$ cat config.mk
export PLATFORM = sky130hd
export DESIGN_NAME = rmc_top
export DESIGN_NICKNAME = d
export VERILOG_FILES = /design/src/hdl/rmc_pkg.sv /design/src/hdl/rmc_addr_filter.sv /design/src/hdl/rmc_top.sv
export SDC_FILE = /design/constraint.sdc
export NUM_CORES = 1
export LEC_CHECK = 0
export BUFFER_PORTS_ARGS = -buffer_cell sky130_fd_sc_hd__clkbuf_2
export CORE_MARGIN = 2
export CORE_UTILIZATION = 50
export DETAILED_ROUTE_END_ITERATION = 8
export PLACE_DENSITY_LB_ADDON = 0.3
export SLEW_MARGIN = 40
export SYNTH_ARGS = -nofsm -noshare
export SYNTH_HDL_FRONTEND = slang
export SYNTH_SLANG_ARGS = --single-unit
$ cat constraint.sdc
create_clock -name clk -period 2.83 [get_ports clk]
set_clock_uncertainty 0.15 [all_clocks]
set_input_delay 0 -clock clk [delete_from_list [all_inputs] [get_ports clk]]
set_output_delay 0 -clock clk [all_outputs]
set_load 0.01 [all_outputs]
$ cat src/hdl/rmc_pkg.sv
// constants and types of the rs-485 multidrop control block
// Notes on behaviour
// - inverted auto direction: rts high while sending, low after last bit
// - control bit selects multidrop mode; ninth bit marks address characters
// - multidrop address character raises an interrupt toward local software
// - disabled receiver drops data characters until an address arrives
// - address character flags parity error, line interrupt, goes to fifo
// - enabled receiver takes data; later address flags parity error again
// - disabled auto detect receiver drops data and non-matching address characters
// - matching address enables receiver, is pushed with flag, interrupts
// - auto detect receiver keeps taking data until a mismatching address arrives or software disables
// - enabled auto receiver: mismatch disables and drops, match stored
// - transmitter direction overrides manual and flow rts sources
// - inversion bit clear: rts low sending; set: rts high sending
package rmc_pkg;
   localparam logic [7:0] OFF_CTRL   = 8'h00;
   localparam logic [7:0] OFF_FEAT   = 8'h04;
   localparam logic [7:0] OFF_MATCH  = 8'h08;
   localparam logic [7:0] OFF_ISTAT  = 8'h0c;
   localparam logic [7:0] OFF_ICLR   = 8'h10;
   localparam logic [7:0] OFF_IEN    = 8'h14;
   localparam logic [7:0] OFF_RXSTAT = 8'h18;
   localparam int CTRL_MULTIDROP_BIT = 0;
   localparam int CTRL_RXDIS_BIT     = 1;
   localparam int CTRL_OWNDIR_BIT    = 4;
   localparam int CTRL_INVERT_BIT    = 5;
   localparam int FEAT_SCD_BIT       = 5;
   localparam int EV_ADDR_BIT        = 0;
   localparam int EV_DROP_BIT        = 1;
   localparam int EV_LINE_BIT        = 2;
   localparam int EV_W               = 3;
   localparam logic [7:0] MATCH_RST  = 8'h00;
   localparam logic [2:0] IEN_RST    = 3'h0;

   typedef enum logic [1:0] {
      RMC_MODE_PLAIN     = 2'b00,
      RMC_MODE_MULTIDROP = 2'b01,
      RMC_MODE_AUTOADDR  = 2'b10
   } rmc_mode_t;

   typedef struct packed {
      logic [7:0] data;
      logic       ninth;
      logic       parityErr;
   } rmc_char_t;

   typedef struct packed {
      logic [7:0] data;
      logic       parityErr;
   } rmc_push_t;

   typedef struct packed {
      logic accept;
      logic parityFlag;
      logic setEnable;
      logic clrEnable;
      logic addrEvent;
      logic dropEvent;
   } rmc_verdict_t;

   typedef struct packed {
      logic              multidrop;
      logic              ownsDir;
      logic              invert;
      logic              scdEnable;
      logic [7:0]        matchChar;
      logic [EV_W-1:0]   irqStatus;
      logic [EV_W-1:0]   irqEnable;
      logic              rxEnabled;
      logic              dirActive;
      logic              rtsPin;
      logic              pushValid;
      rmc_push_t         push;
      logic [7:0]        lastAddr;
      logic [31:0]       rdata;
   } rmc_state_t;

   localparam rmc_state_t RMC_STATE_RST = '{
      multidrop: 1'b0, ownsDir: 1'b0, invert: 1'b0, scdEnable: 1'b0,
      matchChar: MATCH_RST, irqStatus: 3'h0, irqEnable: IEN_RST,
      rxEnabled: 1'b1, dirActive: 1'b0, rtsPin: 1'b1, pushValid: 1'b0,
      push: 9'h000, lastAddr: 8'h00, rdata: 32'h0000_0000};
endpackage

$ cat src/hdl/rmc_addr_filter.sv
// per-character receive decision for plain, multidrop and auto address modes
`timescale 1ns/1ps
module rmc_addr_filter
   import rmc_pkg::*;
(
   input  wire rmc_mode_t    mode,
   input  wire logic         rxEnabled,
   input  wire logic [7:0]   matchChar,
   input  wire rmc_char_t    charIn,
   output rmc_verdict_t      verdict
);
   logic isMatch;

   // exact eight-bit compare against the stored character
   assign isMatch = (charIn.data == matchChar);

   // classify one received character
   always_comb begin
      verdict = '0;
      case (mode)
         RMC_MODE_PLAIN: begin
            verdict.accept     = rxEnabled;
            verdict.parityFlag = charIn.parityErr;
         end
         RMC_MODE_MULTIDROP: begin
            if (charIn.ninth) begin
               verdict.accept     = 1'b1;
               verdict.parityFlag = 1'b1;
               verdict.addrEvent  = 1'b1;
            end else begin
               verdict.accept = rxEnabled;
            end
         end
         RMC_MODE_AUTOADDR: begin
            if (charIn.ninth) begin
               verdict.addrEvent = 1'b1;
               if (isMatch) begin
                  verdict.accept     = 1'b1;
                  verdict.parityFlag = 1'b1;
                  verdict.setEnable  = 1'b1;
               end else begin
                  verdict.clrEnable = rxEnabled;
               end
            end else begin
               verdict.accept = rxEnabled;
            end
         end
         default: verdict = '0;
      endcase
      verdict.dropEvent = ~verdict.accept;
   end
endmodule // rmc_addr_filter

$ cat src/hdl/rmc_top.sv
// rs-485 direction control and multidrop receive gating with apb registers
`timescale 1ns/1ps
module rmc_top
   import rmc_pkg::*;
(
   input  wire logic         clk,
   input  wire logic         arst_n,
   input  wire logic [7:0]   paddr,
   input  wire logic         psel,
   input  wire logic         penable,
   input  wire logic         pwrite,
   input  wire logic [31:0]  pwdata,
   output logic [31:0]       prdata,
   output logic              pready,
   output logic              pslverr,
   input  wire logic         txFifoWrite,
   input  wire logic         txLastBitDone,
   input  wire logic         manualRts,
   input  wire logic         flowCtrlOn,
   input  wire logic         flowRts,
   input  wire logic         rxCharValid,
   input  wire rmc_char_t    rxChar,
   output logic              rxPushValid,
   output rmc_push_t         rxPush,
   output logic              rtsN,
   output logic              irq
);
   rmc_state_t   st_reg;
   rmc_state_t   st_next;
   rmc_mode_t    mode;
   rmc_verdict_t verdict;
   logic         wrAcc;
   logic         rdSetup;
   logic         mapped;

   // apb phase decode
   assign wrAcc   = psel & penable & pwrite;
   assign rdSetup = psel & ~penable & ~pwrite;

   // address map check
   always_comb begin
      case (paddr)
         OFF_CTRL, OFF_FEAT, OFF_MATCH, OFF_ISTAT,
         OFF_ICLR, OFF_IEN, OFF_RXSTAT: mapped = 1'b1;
         default: mapped = 1'b0;
      endcase
   end

   // receive mode from control bits
   always_comb begin
      if (st_reg.multidrop && st_reg.scdEnable) begin
         mode = RMC_MODE_AUTOADDR;
      end else if (st_reg.multidrop) begin
         mode = RMC_MODE_MULTIDROP;
      end else begin
         mode = RMC_MODE_PLAIN;
      end
   end

   rmc_addr_filter u_filter (
      .mode      (mode),
      .rxEnabled (st_reg.rxEnabled),
      .matchChar (st_reg.matchChar),
      .charIn    (rxChar),
      .verdict   (verdict)
   );

   // next state: software writes first, hardware events after so they win
   always_comb begin
      st_next           = st_reg;
      st_next.pushValid = 1'b0;
      if (wrAcc) begin
         case (paddr)
            OFF_CTRL: begin
               st_next.multidrop = pwdata[CTRL_MULTIDROP_BIT];
               st_next.rxEnabled = ~pwdata[CTRL_RXDIS_BIT];
               st_next.ownsDir   = pwdata[CTRL_OWNDIR_BIT];
               st_next.invert    = pwdata[CTRL_INVERT_BIT];
            end
            OFF_FEAT:  st_next.scdEnable = pwdata[FEAT_SCD_BIT];
            OFF_MATCH: st_next.matchChar = pwdata[7:0];
            OFF_ICLR:  st_next.irqStatus = st_reg.irqStatus & ~pwdata[EV_W-1:0];
            OFF_IEN:   st_next.irqEnable = pwdata[EV_W-1:0];
            default:   st_next.irqEnable = st_next.irqEnable;
         endcase
      end
      // received character handling
      if (rxCharValid) begin
         if (verdict.setEnable) begin
            st_next.rxEnabled = 1'b1;
         end
         if (verdict.clrEnable) begin
            st_next.rxEnabled = 1'b0;
         end
         if (verdict.accept) begin
            st_next.pushValid      = 1'b1;
            st_next.push.data      = rxChar.data;
            st_next.push.parityErr = verdict.parityFlag;
         end
         if (verdict.addrEvent) begin
            st_next.lastAddr = rxChar.data;
         end
         if (verdict.addrEvent) begin
            st_next.irqStatus[EV_ADDR_BIT] = 1'b1;
         end
         if (verdict.dropEvent) begin
            st_next.irqStatus[EV_DROP_BIT] = 1'b1;
         end
         if (verdict.accept && verdict.parityFlag) begin
            st_next.irqStatus[EV_LINE_BIT] = 1'b1;
         end
      end
      // transmitter activity window
      if (txFifoWrite) begin
         st_next.dirActive = 1'b1;
      end else if (txLastBitDone) begin
         st_next.dirActive = 1'b0;
      end
      // rts pin source selection
      if (st_reg.ownsDir) begin
         st_next.rtsPin = st_reg.invert ? st_reg.dirActive
                                        : ~st_reg.dirActive;
      end else if (flowCtrlOn) begin
         st_next.rtsPin = flowRts;
      end else begin
         st_next.rtsPin = manualRts;
      end
      // read data captured in the setup cycle
      if (rdSetup) begin
         case (paddr)
            OFF_CTRL: st_next.rdata = {26'h0, st_reg.invert, st_reg.ownsDir,
                                       2'h0, ~st_reg.rxEnabled, st_reg.multidrop};
            OFF_FEAT:   st_next.rdata = {26'h0, st_reg.scdEnable, 5'h00};
            OFF_MATCH:  st_next.rdata = {24'h0, st_reg.matchChar};
            OFF_ISTAT:  st_next.rdata = {29'h0, st_reg.irqStatus};
            OFF_IEN:    st_next.rdata = {29'h0, st_reg.irqEnable};
            OFF_RXSTAT: st_next.rdata = {12'h000, st_reg.dirActive, mode,
                                         st_reg.rxEnabled, st_reg.lastAddr, 8'h00};
            default:    st_next.rdata = 32'h0000_0000;
         endcase
      end
   end

   // state register
   always_ff @(posedge clk or negedge arst_n) begin
      if (!arst_n) begin
         st_reg <= RMC_STATE_RST;
      end else begin
         st_reg <= st_next;
      end
   end

   // outputs
   assign prdata      = st_reg.rdata;
   assign pready      = psel & penable; // one wait-free access phase
   assign pslverr     = psel & penable & ~mapped;
   assign rxPushValid = st_reg.pushValid;
   assign rxPush      = st_reg.push;
   assign rtsN        = st_reg.rtsPin;
   assign irq         = |(st_reg.irqStatus & st_reg.irqEnable);

   logic autoMode;
   logic mdMode;
   logic enWrite;
   logic ctrlWrite;
   assign autoMode  = (mode == RMC_MODE_AUTOADDR);
   assign mdMode    = (mode == RMC_MODE_MULTIDROP);
   assign enWrite   = wrAcc && (paddr == OFF_IEN);
   assign ctrlWrite = wrAcc && (paddr == OFF_CTRL);
endmodule // rmc_top

==> results of run 1 <==
[worst max path at each step]
stage / endpoint / slack (ns)
6_report: prdata[1] / 0.34
4_1_cts: prdata[1] / 0.39
2_1_floorplan: rxPush[1] / 0.84
5_1_grt: prdata[1] / 0.30
3_5_place_dp: rxPush[6] / 0.60
3_3_place_gp: rxPush[3] / 0.61
[timing repair]
action,in CTS,in global routing
hold endpoints to repair,100,0
resized for setup,0,0
endpoints found under the setup margin,0,0
hold buffers,33,0
[kinds of logic after synthesis]
logic type | share of synthesized area
compound gates | 0.0999
mux | 0.123
flops | 0.494
buf+inv | 0.126
other cells | 0.00125
xor+xnor | 0.0293
simple gates | 0.126
[worst max-delay path, cell delays in order]
cell,delay [ns]
dlygate4sd3_1,0.55
clkbuf_2,0.16
or3b_2,0.72
nor4_2,0.36
dlygate4sd3_1,0.67
a22o_1,0.15
[cell usage in the layout, fill, tap and decap left out, types with 2 or more instances in the layout]
master,count
nor4_2,4
buf_4,5
mux2i_1,3
clkbuf_8,9
clkinv_2,4
a22o_1,16
a21oi_1,5
o21ai_0,12
mux2_2,22
xor2_1,9
nor3_1,4
nor4b_1,2
and2_1,2
dfstp_2,2
nand2_1,27
inv_1,6
dfrtp_1,57
mux2_1,8
dlygate4sd3_1,33
nand4_1,3
clkbuf_2,69
nor3b_1,2
bufinv_16,2
nor2_1,2
conb_1,12
nand3_1,6
[power by group through the flow]
stage / logic (mW) / clock network (mW) / registers, mW
6_report: 0.193 / 0.818 / 0.893
5_1_grt: 0.215 / 0.860 / 0.897
4_1_cts: 0.195 / 0.829 / 0.894
3_5_place_dp: 0.161 / 0 / 0.910
3_3_place_gp: 0.157 / 0 / 0.907
2_1_floorplan: 0.111 / 0 / 0.905
[final cells by class]
| cell class | instances | area [sq um] |
|---|---|---|
| timing repair buffer | 108 | 721 |
| clock inverter | 6 | 80.1 |
| sequential | 59 | 1480 |
| clock buffer | 10 | 128 |
| inverter | 6 | 22.5 |
| fill | 485 | 2150 |
| tap | 75 | 93.8 |
| multi-input combinational | 161 | 1180 |
[layer usage]
layer | global-route usage | vias to the layer above | share of wire
met5 | 0 | - | 0
met2 | 0.317 | 67 | 0.48
li1 | - | 1054 | -
met3 | 0.0389 | 13 | 0.049
met1 | 0.259 | 1085 | 0.45
met4 | 0.119 | 0 | 0.025
[stage by stage]
| stage | utilization | worst slack [ns] | cell area, sq um |
|---|---|---|---|
| floorplan | - | 0.843 | 3030 |
| global placement | 0.540 | 0.614 | 3160 |
| detailed placement | 0.541 | 0.600 | 3160 |
| CTS | 0.633 | 0.387 | 3700 |
| global route | 0.633 | 0.302 | 3700 |
| finish | 0.633 | 0.339 | 3700 |
==> impl_results.md, run 1 <==
* Status: completed
* RSZ-0062 raised after global routing: no
* Antenna viol nets, final at 0
* Max FFs per register at 28
* Leakage at 1.88 nW
* Sequential power share at 0.469
* Post-Route WL at 6.31 mm
* Post-synth top cells: dfrtp_1, buf_4, nand2_1, mux2_2, a22o_1
* Switching share of power at 0.234
* Flop-to-flop setup slack at 0.58 ns
* Worst slew pin tran at 0.687 ns
* Tcrit/Tclk final at 0.880
* Warnings from Yosys at 0
* Initial Util at 0.512
* Post-synth ARST share at 1.00
* Yosys reg bits at 59
* Fmax at 401 MHz
* Kind of end point of the critical path: flip-flop
* Pwr per Cell Area at 514 nW/um^2
* Worst Setup SP: pwrite
* VDD IR max at 0.000365 V
* Initial antenna violation count at 0
* WHS Path Cells at 6
* Postcts setup bufs at 0
* H-tree depth at 3
* Global-route wire length before repair at 9.92 mm
* Crit start category: primary input
* Top FF cell, synth: dfrtp_1
* Combinational share of power at 0.101
* Hold crit path type: primary input to flip-flop
* Placed Cells at 376
* Worst r2r src: st_reg[65]
* Synthesized area at 2990 sq um
* Drt first pass iters at 4
* Drt drc at 0
* Count leader, synth: dfrtp_1
* Grt ovf at 0
* Global Route Usage Sum at 0.202
* Area growth syn-to-layout at 23.7%
* Root buf cell: clkbuf_8
* Mean Syn Cell Area at 11.3 sq um
* Post-route minimum period at 2.49 ns
* Final cell count without fillers at 425
* Power Total at 1.90 mW
* Total CTS buffers at 9
* Worst-path maximum fanout at 26
* Clk_lat worst skew at 0.33 ns
* DIE AREA at 6620 sq um
* Largest net degree at the start of global routing at 38
* Post-synth top area cell: dfrtp_1
* Critical path required time at 2.95 ns
* Floorplan row count at 28
* # IOs at 107
* Mapped Cells at 265
* Clock share of power at 0.430
* DR vias at 2219
* Yosys cell types at 46
* Max-slew violations at 0
* Share of layout cells above drive strength 1 at 0.354
* Core Region at 5850 sq um
* Hold Path Sink: st_reg[57]
* IO buf count at 70
* Post-synth EDFFs at 0
* Fin Setup TNS at 0 ns
* Synth area leaders: dfrtp_1, buf_4, mux2_2
* Final setup vio count at 0
* Die H at 81.4 microns
* Clock transition at path regs at 0.06 ns
* WS Path Type: primary input to flip-flop
* TritonCTS clock tree: built
* Synth top area share at 0.477
* CP arrival at 2.61 ns
* RR Endpoint: rxPush[1]
* Rel. slew slack at 0.538
* Routed wire per std cell at 14.8 microns
* Hold_sp: paddr[5]
* Final nets at 406
* ANT cells at 0
* Internal power at 1.46 mW
* DRT iter0 DRCs at 121
* Number of global-route vias before repair at 2150
* HPWL after DPL at 4.47 mm
* Sw power at 0.446 mW
* Die W at 81.4 microns
* Clock Sinks at 59
* Hold Vio Cnt, Final at 0
* Avg Vias per Cell at 5.22
* Path depth of the worst reg2reg path at 6
* GPL Wtd Cong at 0.821
* Clock Path Buffers at 2
* Fin Hold WS at 0.0462 ns
* # Max-Cap Violations at 0
* Register area share after synthesis at 0.494
(Power assumes the default switching activity.)
==> inputs of run 2 (changes only) <==
--- a/config.mk
+++ b/config.mk
@@ -5,7 +5,7 @@
 export SDC_FILE = /design/constraint.sdc
 export NUM_CORES = 1
 export LEC_CHECK = 0
-export BUFFER_PORTS_ARGS = -buffer_cell sky130_fd_sc_hd__clkbuf_2
+export BUFFER_PORTS_ARGS = -buffer_cell sky130_fd_sc_hd__buf_4
 export CORE_MARGIN = 2
 export CORE_UTILIZATION = 50
 export DETAILED_ROUTE_END_ITERATION = 8
==> impl_results.md, run 2 (synthesized netlist as in run 1, its figures left out) <==
* Core Region at 5850 sq um (unchanged)
* Die W at 81.4 microns (unchanged)
* CP Cell Sequence: dlygate4sd3_1 > buf_4 > or4_1 > nor2_1 > nand3_2 > mux2_2 > dlygate4sd3_1
* Final nets at 406 (unchanged)
* Largest stage delay, worst path at 0.66 ns (-0.06 ns)
* Met3 Resource Use GR at 0.0411 (+0.00222)
* DR vias at 2262 (+1.9%)
* DRT iter0 DRCs at 135 (+12%)
* Power Total at 1.93 mW (+1.4%)
* Path depth of the worst reg2reg path at 6 (unchanged)
* Worst path bufs/invs at 3 (unchanged)
* CP arrival at 2.60 ns (about the same)
* Crit path top cell by count: dlygate4sd3_1
* Total CTS buffers at 9 (unchanged)
* Fmax at 395 MHz (-1.6%)
* # IOs at 107 (unchanged)
* Initial antenna violation count at 0 (unchanged)
* Clock Path Buffers at 2 (unchanged)
* # Max-Cap Violations at 0 (unchanged)
* H-tree depth at 3 (unchanged)
* Avg Vias per Cell at 5.32 (+1.9%)
* Post-Place Worst Slack at 0.576 ns (-0.0237 ns)
* Most frequent cells in the layout: buf_4, dfrtp_1, dlygate4sd3_1
* ANT cells at 0 (unchanged)
* Number of global-route vias before repair at 2173 (+1.1%)
* Post-route minimum period at 2.53 ns (+0.0409 ns)
* Largest net degree at the start of global routing at 60 (+58%)
* DIE AREA at 6620 sq um (unchanged)
* WHS Path Cells at 6 (unchanged)
* Worst path slowest cell: or4_1
* Critical path's top delay family: buffers and inverters
* Grt ovf at 0 (unchanged)
* GRT met2 Usage at 0.349 (+0.0320)
* Drt drc at 0 (unchanged)
* WS Path Type: primary input to flip-flop
* Final core occ at 0.664 (+0.0312)
* Clk_lat worst skew at 0.34 ns (about the same)
* Hold Vio Cnt, Final at 0 (unchanged)
* Worst slew pin tran at 0.729 ns (+0.0423 ns)
* Post-Route WL at 6.63 mm (+5.2%)
* VDD IR max at 0.000300 V (-18%)
* Critical path required time at 2.89 ns (-0.06 ns)
* Kind of end point of the critical path: flip-flop
* Hold crit path type: primary input to flip-flop
* Area growth syn-to-layout at 29.8%
* Placed Cells at 374 (-0.53%)
* Final setup vio count at 0 (unchanged)
* Rel. slew slack at 0.510 (-0.0284)
* Global-route wire length before repair at 10.6 mm (+6.7%)
* Routed wire per std cell at 15.6 microns (+5.2%)
* Gates resized, CTS repair at 0 (unchanged)
* HPWL after DPL at 4.57 mm (+2.2%)
* GRT Max-Usage Layer: met2
* Die H at 81.4 microns (unchanged)
* Fin Setup TNS at 0 ns (unchanged)
* Setup ws final at 0.298 ns (-0.0409 ns)
* Initial Util at 0.512 (unchanged)
* IO buf count at 70 (unchanged)
* Global Route Usage Sum at 0.218 (+0.0158)
* GR Util met1 at 0.280 (+0.0208)
* Drt first pass iters at 5 (+1)
* Most common library cell in the layout ignoring fill and taps: buf_4
* RSZ-0062 raised after global routing: no
* Status: completed
* Worst-path maximum fanout at 5 (-81%)
* Max FFs per register at 28 (unchanged)
* TritonCTS clock tree: built
* Share of layout cells above drive strength 1 at 0.346 (-0.00857)
* Floorplan row count at 28 (unchanged)
* Pwr per Cell Area at 497 nW/um^2 (-3.3%)
* GPL Wtd Cong at 0.805 (-2.0%)
* Critical Path Stages at 7 (+1)
* Max-slew violations at 0 (unchanged)
* Clock transition at path regs at 0.06 ns (about the same)
* Root buf cell: clkbuf_8
* Clock Sinks at 59 (unchanged)
* Crit start category: primary input
* Leakage at 1.92 nW (+2.3%)
* Tcrit/Tclk final at 0.895 (+0.0145)
* Antenna viol nets, final at 0 (unchanged)
* Final cell count without fillers at 425 (unchanged)
-- run 2: final timing paths --
check / start / to / slack, ns
worst max-delay path: paddr[7] / st_reg[69] / 0.30
worst min-delay path: paddr[5] / st_reg[57] / 0.03
worst max register to register: st_reg[65] / rxPush[5] / 0.57
worst min register to register: st_reg[37] / prdata[13] / 0.33
max in group asynchronous: arst_n / st_reg[52] / 2.08
min in group asynchronous: arst_n / st_reg[61] / 0.06
-- run 2: stage by stage --
stage               area (sq um)  hold slack [ns]
CTS                         3880          0.00802
floorplan                   3030           -0.446
global placement            3320          -0.0398
detailed placement          3320          -0.0333
global route                3880           0.0560
finish                      3880           0.0315
-- run 2: layer usage --
| metal | wire length [microns] | vias up |
|---|---|---|
| li1 | - | 1053 |
| met1 | 2820 | 1108 |
| met2 | 3270 | 87 |
| met3 | 392 | 14 |
| met4 | 153 | 0 |
| met5 | 0 | - |
-- run 2: power by group --
| part | total, mW | internal [mW] | leakage (nW) | switching, mW |
|---|---|---|---|---|
| Clock | 0.818 | 0.493 | 0.103 | 0.325 |
| Sequential | 0.894 | 0.876 | 0.802 | 0.0187 |
| Combinational | 0.219 | 0.119 | 1.02 | 0.101 |
-- run 2: tightest hold or removal path, cell delays in order --
cell,delay [ns]
buf_4,0.10
or4b_2,0.13
nor3_1,0.08
nand2_1,0.07
nand2_1,0.05
nand2_1,0.05
-- run 2: cell type report --
| type | instances | area [sq um] |
|---|---|---|
| Inverter | 6 | 22.5 |
| Clock inverter | 5 | 77.6 |
| Multi-Input combinational cell | 161 | 1180 |
| Timing Repair Buffer | 108 | 902 |
| Sequential cell | 59 | 1480 |
| Fill cell | 477 | 1970 |
| Tap cell | 75 | 93.8 |
| Clock buffer | 11 | 131 |
-- run 2: repair_timing --
item	4_1_cts	5_1_grt
buffers inserted	0	0
hold buffers	35	0
endpoints found under the hold margin	101	0
==> inputs of run 3 (changes only) <==
--- a/config.mk
+++ b/config.mk
@@ -6,8 +6,10 @@
 export NUM_CORES = 1
 export LEC_CHECK = 0
 export BUFFER_PORTS_ARGS = -buffer_cell sky130_fd_sc_hd__buf_4
+export CELL_PAD_IN_SITES_DETAIL_PLACEMENT = 1
+export CELL_PAD_IN_SITES_GLOBAL_PLACEMENT = 1
 export CORE_MARGIN = 2
-export CORE_UTILIZATION = 50
+export CORE_UTILIZATION = 38
 export DETAILED_ROUTE_END_ITERATION = 8
 export PLACE_DENSITY_LB_ADDON = 0.3
 export SLEW_MARGIN = 40
==> constraint.sdc (replaced) <==
create_clock -name clk -period 2.83 [get_ports clk]
set_clock_uncertainty 0.15 [all_clocks]
set_input_delay 0 -clock clk [delete_from_list [all_inputs] [get_ports clk]]
set_output_delay 0 -clock clk [all_outputs]
set_load 0.1 [all_outputs]
==> impl_results.md, run 3 (synthesized netlist as in run 1, its figures left out) <==
* Internal power at 1.33 mW (-11%)
* Die H at 92.7 microns (+14%)
* Clock Path Buffers at 2 (unchanged)
* RSZ-0062 raised after global routing: no
* Status: completed
* Crit path top cell by count: dlygate4sd3_1
* Fin Setup TNS at 0 ns (unchanged)
* Clock Sinks at 59 (unchanged)
* Largest net degree at the start of global routing at 60 (unchanged)
* Hold Buf Count CTS at 32 (-8.6%)
* Hold Vio Cnt, Final at 0 (unchanged)
* # IOs at 107 (unchanged)
* Antenna viol nets, final at 0 (unchanged)
* Die W at 92.7 microns (+14%)
* Switching share of power at 0.323 (+0.0927)
* Avg Vias per Cell at 4.95 (-7.0%)
* Number of global-route vias before repair at 2335 (+7.5%)
* Postcts setup bufs at 0 (unchanged)
* Worst slew pin tran at 0.607 ns (-0.122 ns)
* Grt ovf at 0 (unchanged)
* Largest stage delay, worst path at 0.57 ns (-0.09 ns)
* Rel. slew slack at 0.592 (+0.0818)
* Global-route wire length before repair at 11.6 mm (+9.7%)
* Gates resized, CTS repair at 0 (unchanged)
* Power Total at 1.96 mW (+1.7%)
* DRT iter0 DRCs at 90 (-33%)
* Worst path slowest cell: or4_1
* # Max-Cap Violations at 0 (unchanged)
* Clk_lat worst skew at 0.32 ns (-0.02 ns)
* TritonCTS clock tree: built
* ANT cells at 0 (unchanged)
* HPWL after DPL at 5.08 mm (+11%)
* Area growth syn-to-layout at 29.1%
* Tcrit/Tclk final at 0.872 (-0.0227)
* Worst path bufs/invs at 3 (unchanged)
* Sw power at 0.634 mW (+43%)
* Drt first pass iters at 4 (-1)
* Max FFs per register at 28 (unchanged)
* Crit start category: primary input
* Max-slew violations at 0 (unchanged)
* Clock transition at path regs at 0.06 ns (about the same)
* Sequential power share at 0.456 (-0.007)
* Fmax at 405 MHz (+2.6%)
* Combinational share of power at 0.219 (+0.106)
* Global Route Usage Sum at 0.177 (-0.0412)
* CP Cell Sequence: dlygate4sd3_1 > buf_4 > or4_1 > nor2_1 > nand3_2 > mux2_2 > dlygate4sd3_1
* Pwr per Cell Area at 508 nW/um^2 (+2.2%)
* Most frequent cells in the layout: buf_4, dfrtp_1, dlygate4sd3_1
* Worst-path maximum fanout at 5 (unchanged)
* Hold crit path type: primary input to flip-flop
* Initial antenna violation count at 0 (unchanged)
* Final setup vio count at 0 (unchanged)
* Post-Route WL at 7.25 mm (+9.3%)
* GPL Wtd Cong at 0.761 (-5.4%)
* Drt drc at 0 (unchanged)
* Leakage at 1.91 nW (-0.99%)
* Most common library cell in the layout ignoring fill and taps: buf_4
* Root buf cell: clkbuf_8
* Kind of end point of the critical path: flip-flop
* Floorplan row count at 32 (+14%)
* Post-route minimum period at 2.47 ns (-0.0644 ns)
* Routed wire per std cell at 16.2 microns (+3.5%)
* Core Region at 7690 sq um (+31%)
* DIE AREA at 8600 sq um (+30%)
* Critical path required time at 2.89 ns (about the same)
* IO buf count at 70 (unchanged)
* VDD IR max at 0.000175 V (-42%)
* Fillers at 859 (+80%)
* Critical path's top delay family: buffers and inverters
* Initial Util at 0.389 (-0.122)
* Final nets at 404 (-0.49%)
* DR vias at 2222 (-1.8%)
* Total CTS buffers at 9 (unchanged)
* H-tree depth at 3 (unchanged)
* Clock share of power at 0.325 (-0.099)
* WS Path Type: primary input to flip-flop
* CP arrival at 2.53 ns (-0.07 ns)
* Share of layout cells above drive strength 1 at 0.349 (+0.00299)
run 3: cell types whose count changed in the layout (fill, tap and decap cells not counted):
cell | before | now
clkinvlp_4 | 1 | 0
nor4b_2 | 0 | 1
dlygate4sd3_1 | 35 | 33
nor4b_1 | 2 | 1
buf_12 | 0 | 1
buf_6 | 1 | 0
bufinv_16 | 2 | 0
clkinv_2 | 2 | 3
clkbuf_8 | 9 | 10
run 3: tightest hold or removal path: stages:
cell     delay [ns]
buf_4          0.10
or4b_2         0.13
nor3_1         0.07
nand2_1        0.06
nand2_1        0.05
nand2_1        0.05
run 3: routing by layer:
| metal | track usage | vias up | part of all wire |
|---|---|---|---|
| met5 | 0 | - | 0 |
| met4 | 0.0662 | 0 | 0.012 |
| met3 | 0.0407 | 7 | 0.038 |
| met2 | 0.299 | 49 | 0.52 |
| met1 | 0.221 | 1125 | 0.43 |
| li1 | - | 1041 | - |
run 3: worst paths after layout:
path                       startpoint         end  slack (ns)  cells past startpoint
setup / recovery             paddr[4]  st_reg[68]        0.36                      7
hold / removal               paddr[7]  st_reg[57]        0.03                      6
setup reg to reg           st_reg[65]   rxPush[4]        0.46                      6
hold reg to reg             prdata[4]   prdata[4]        0.34                      2
max in group asynchronous      arst_n  st_reg[52]        1.52                      4
min in group asynchronous      arst_n   prdata[0]        0.46                      3
run 3: power by group through the flow:
stage | Combinational (mW) | Sequential [mW] | Clock, mW
finish | 0.431 | 0.895 | 0.638
CTS | 0.427 | 0.895 | 0.668
global placement | 0.389 | 0.909 | 0
global route | 0.452 | 0.898 | 0.698
detailed placement | 0.393 | 0.911 | 0
floorplan | 0.309 | 0.914 | 0
run 3: per-stage QoR:
step | util | std cells | setup slack (ns) | area, sq um | hold WS, ns
global placement | 0.435 | 400 | 0.597 | 3350 | -0.0249
global route | 0.503 | 449 | 0.277 | 3860 | 0.0450
floorplan | - | 276 | 0.687 | 3030 | -0.446
finish | 0.503 | 449 | 0.362 | 3860 | 0.0267
CTS | 0.498 | 447 | 0.413 | 3830 | 0.0124
detailed placement | 0.435 | 400 | 0.520 | 3350 | -0.0251
run 3: area by class of cell:
| cell class | instances | area, sq um | area share |
|---|---|---|---|
| multi-input cells | 161 | 1180 | 0.306 |
| clock inverters | 3 | 15.0 | 0.00389 |
| well taps | 102 | 128 | 0.0330 |
| flip-flops and latches | 59 | 1480 | 0.383 |
| inverters | 6 | 22.5 | 0.00583 |
| clock buffers | 12 | 145 | 0.0376 |
| repair buffers | 106 | 891 | 0.231 |
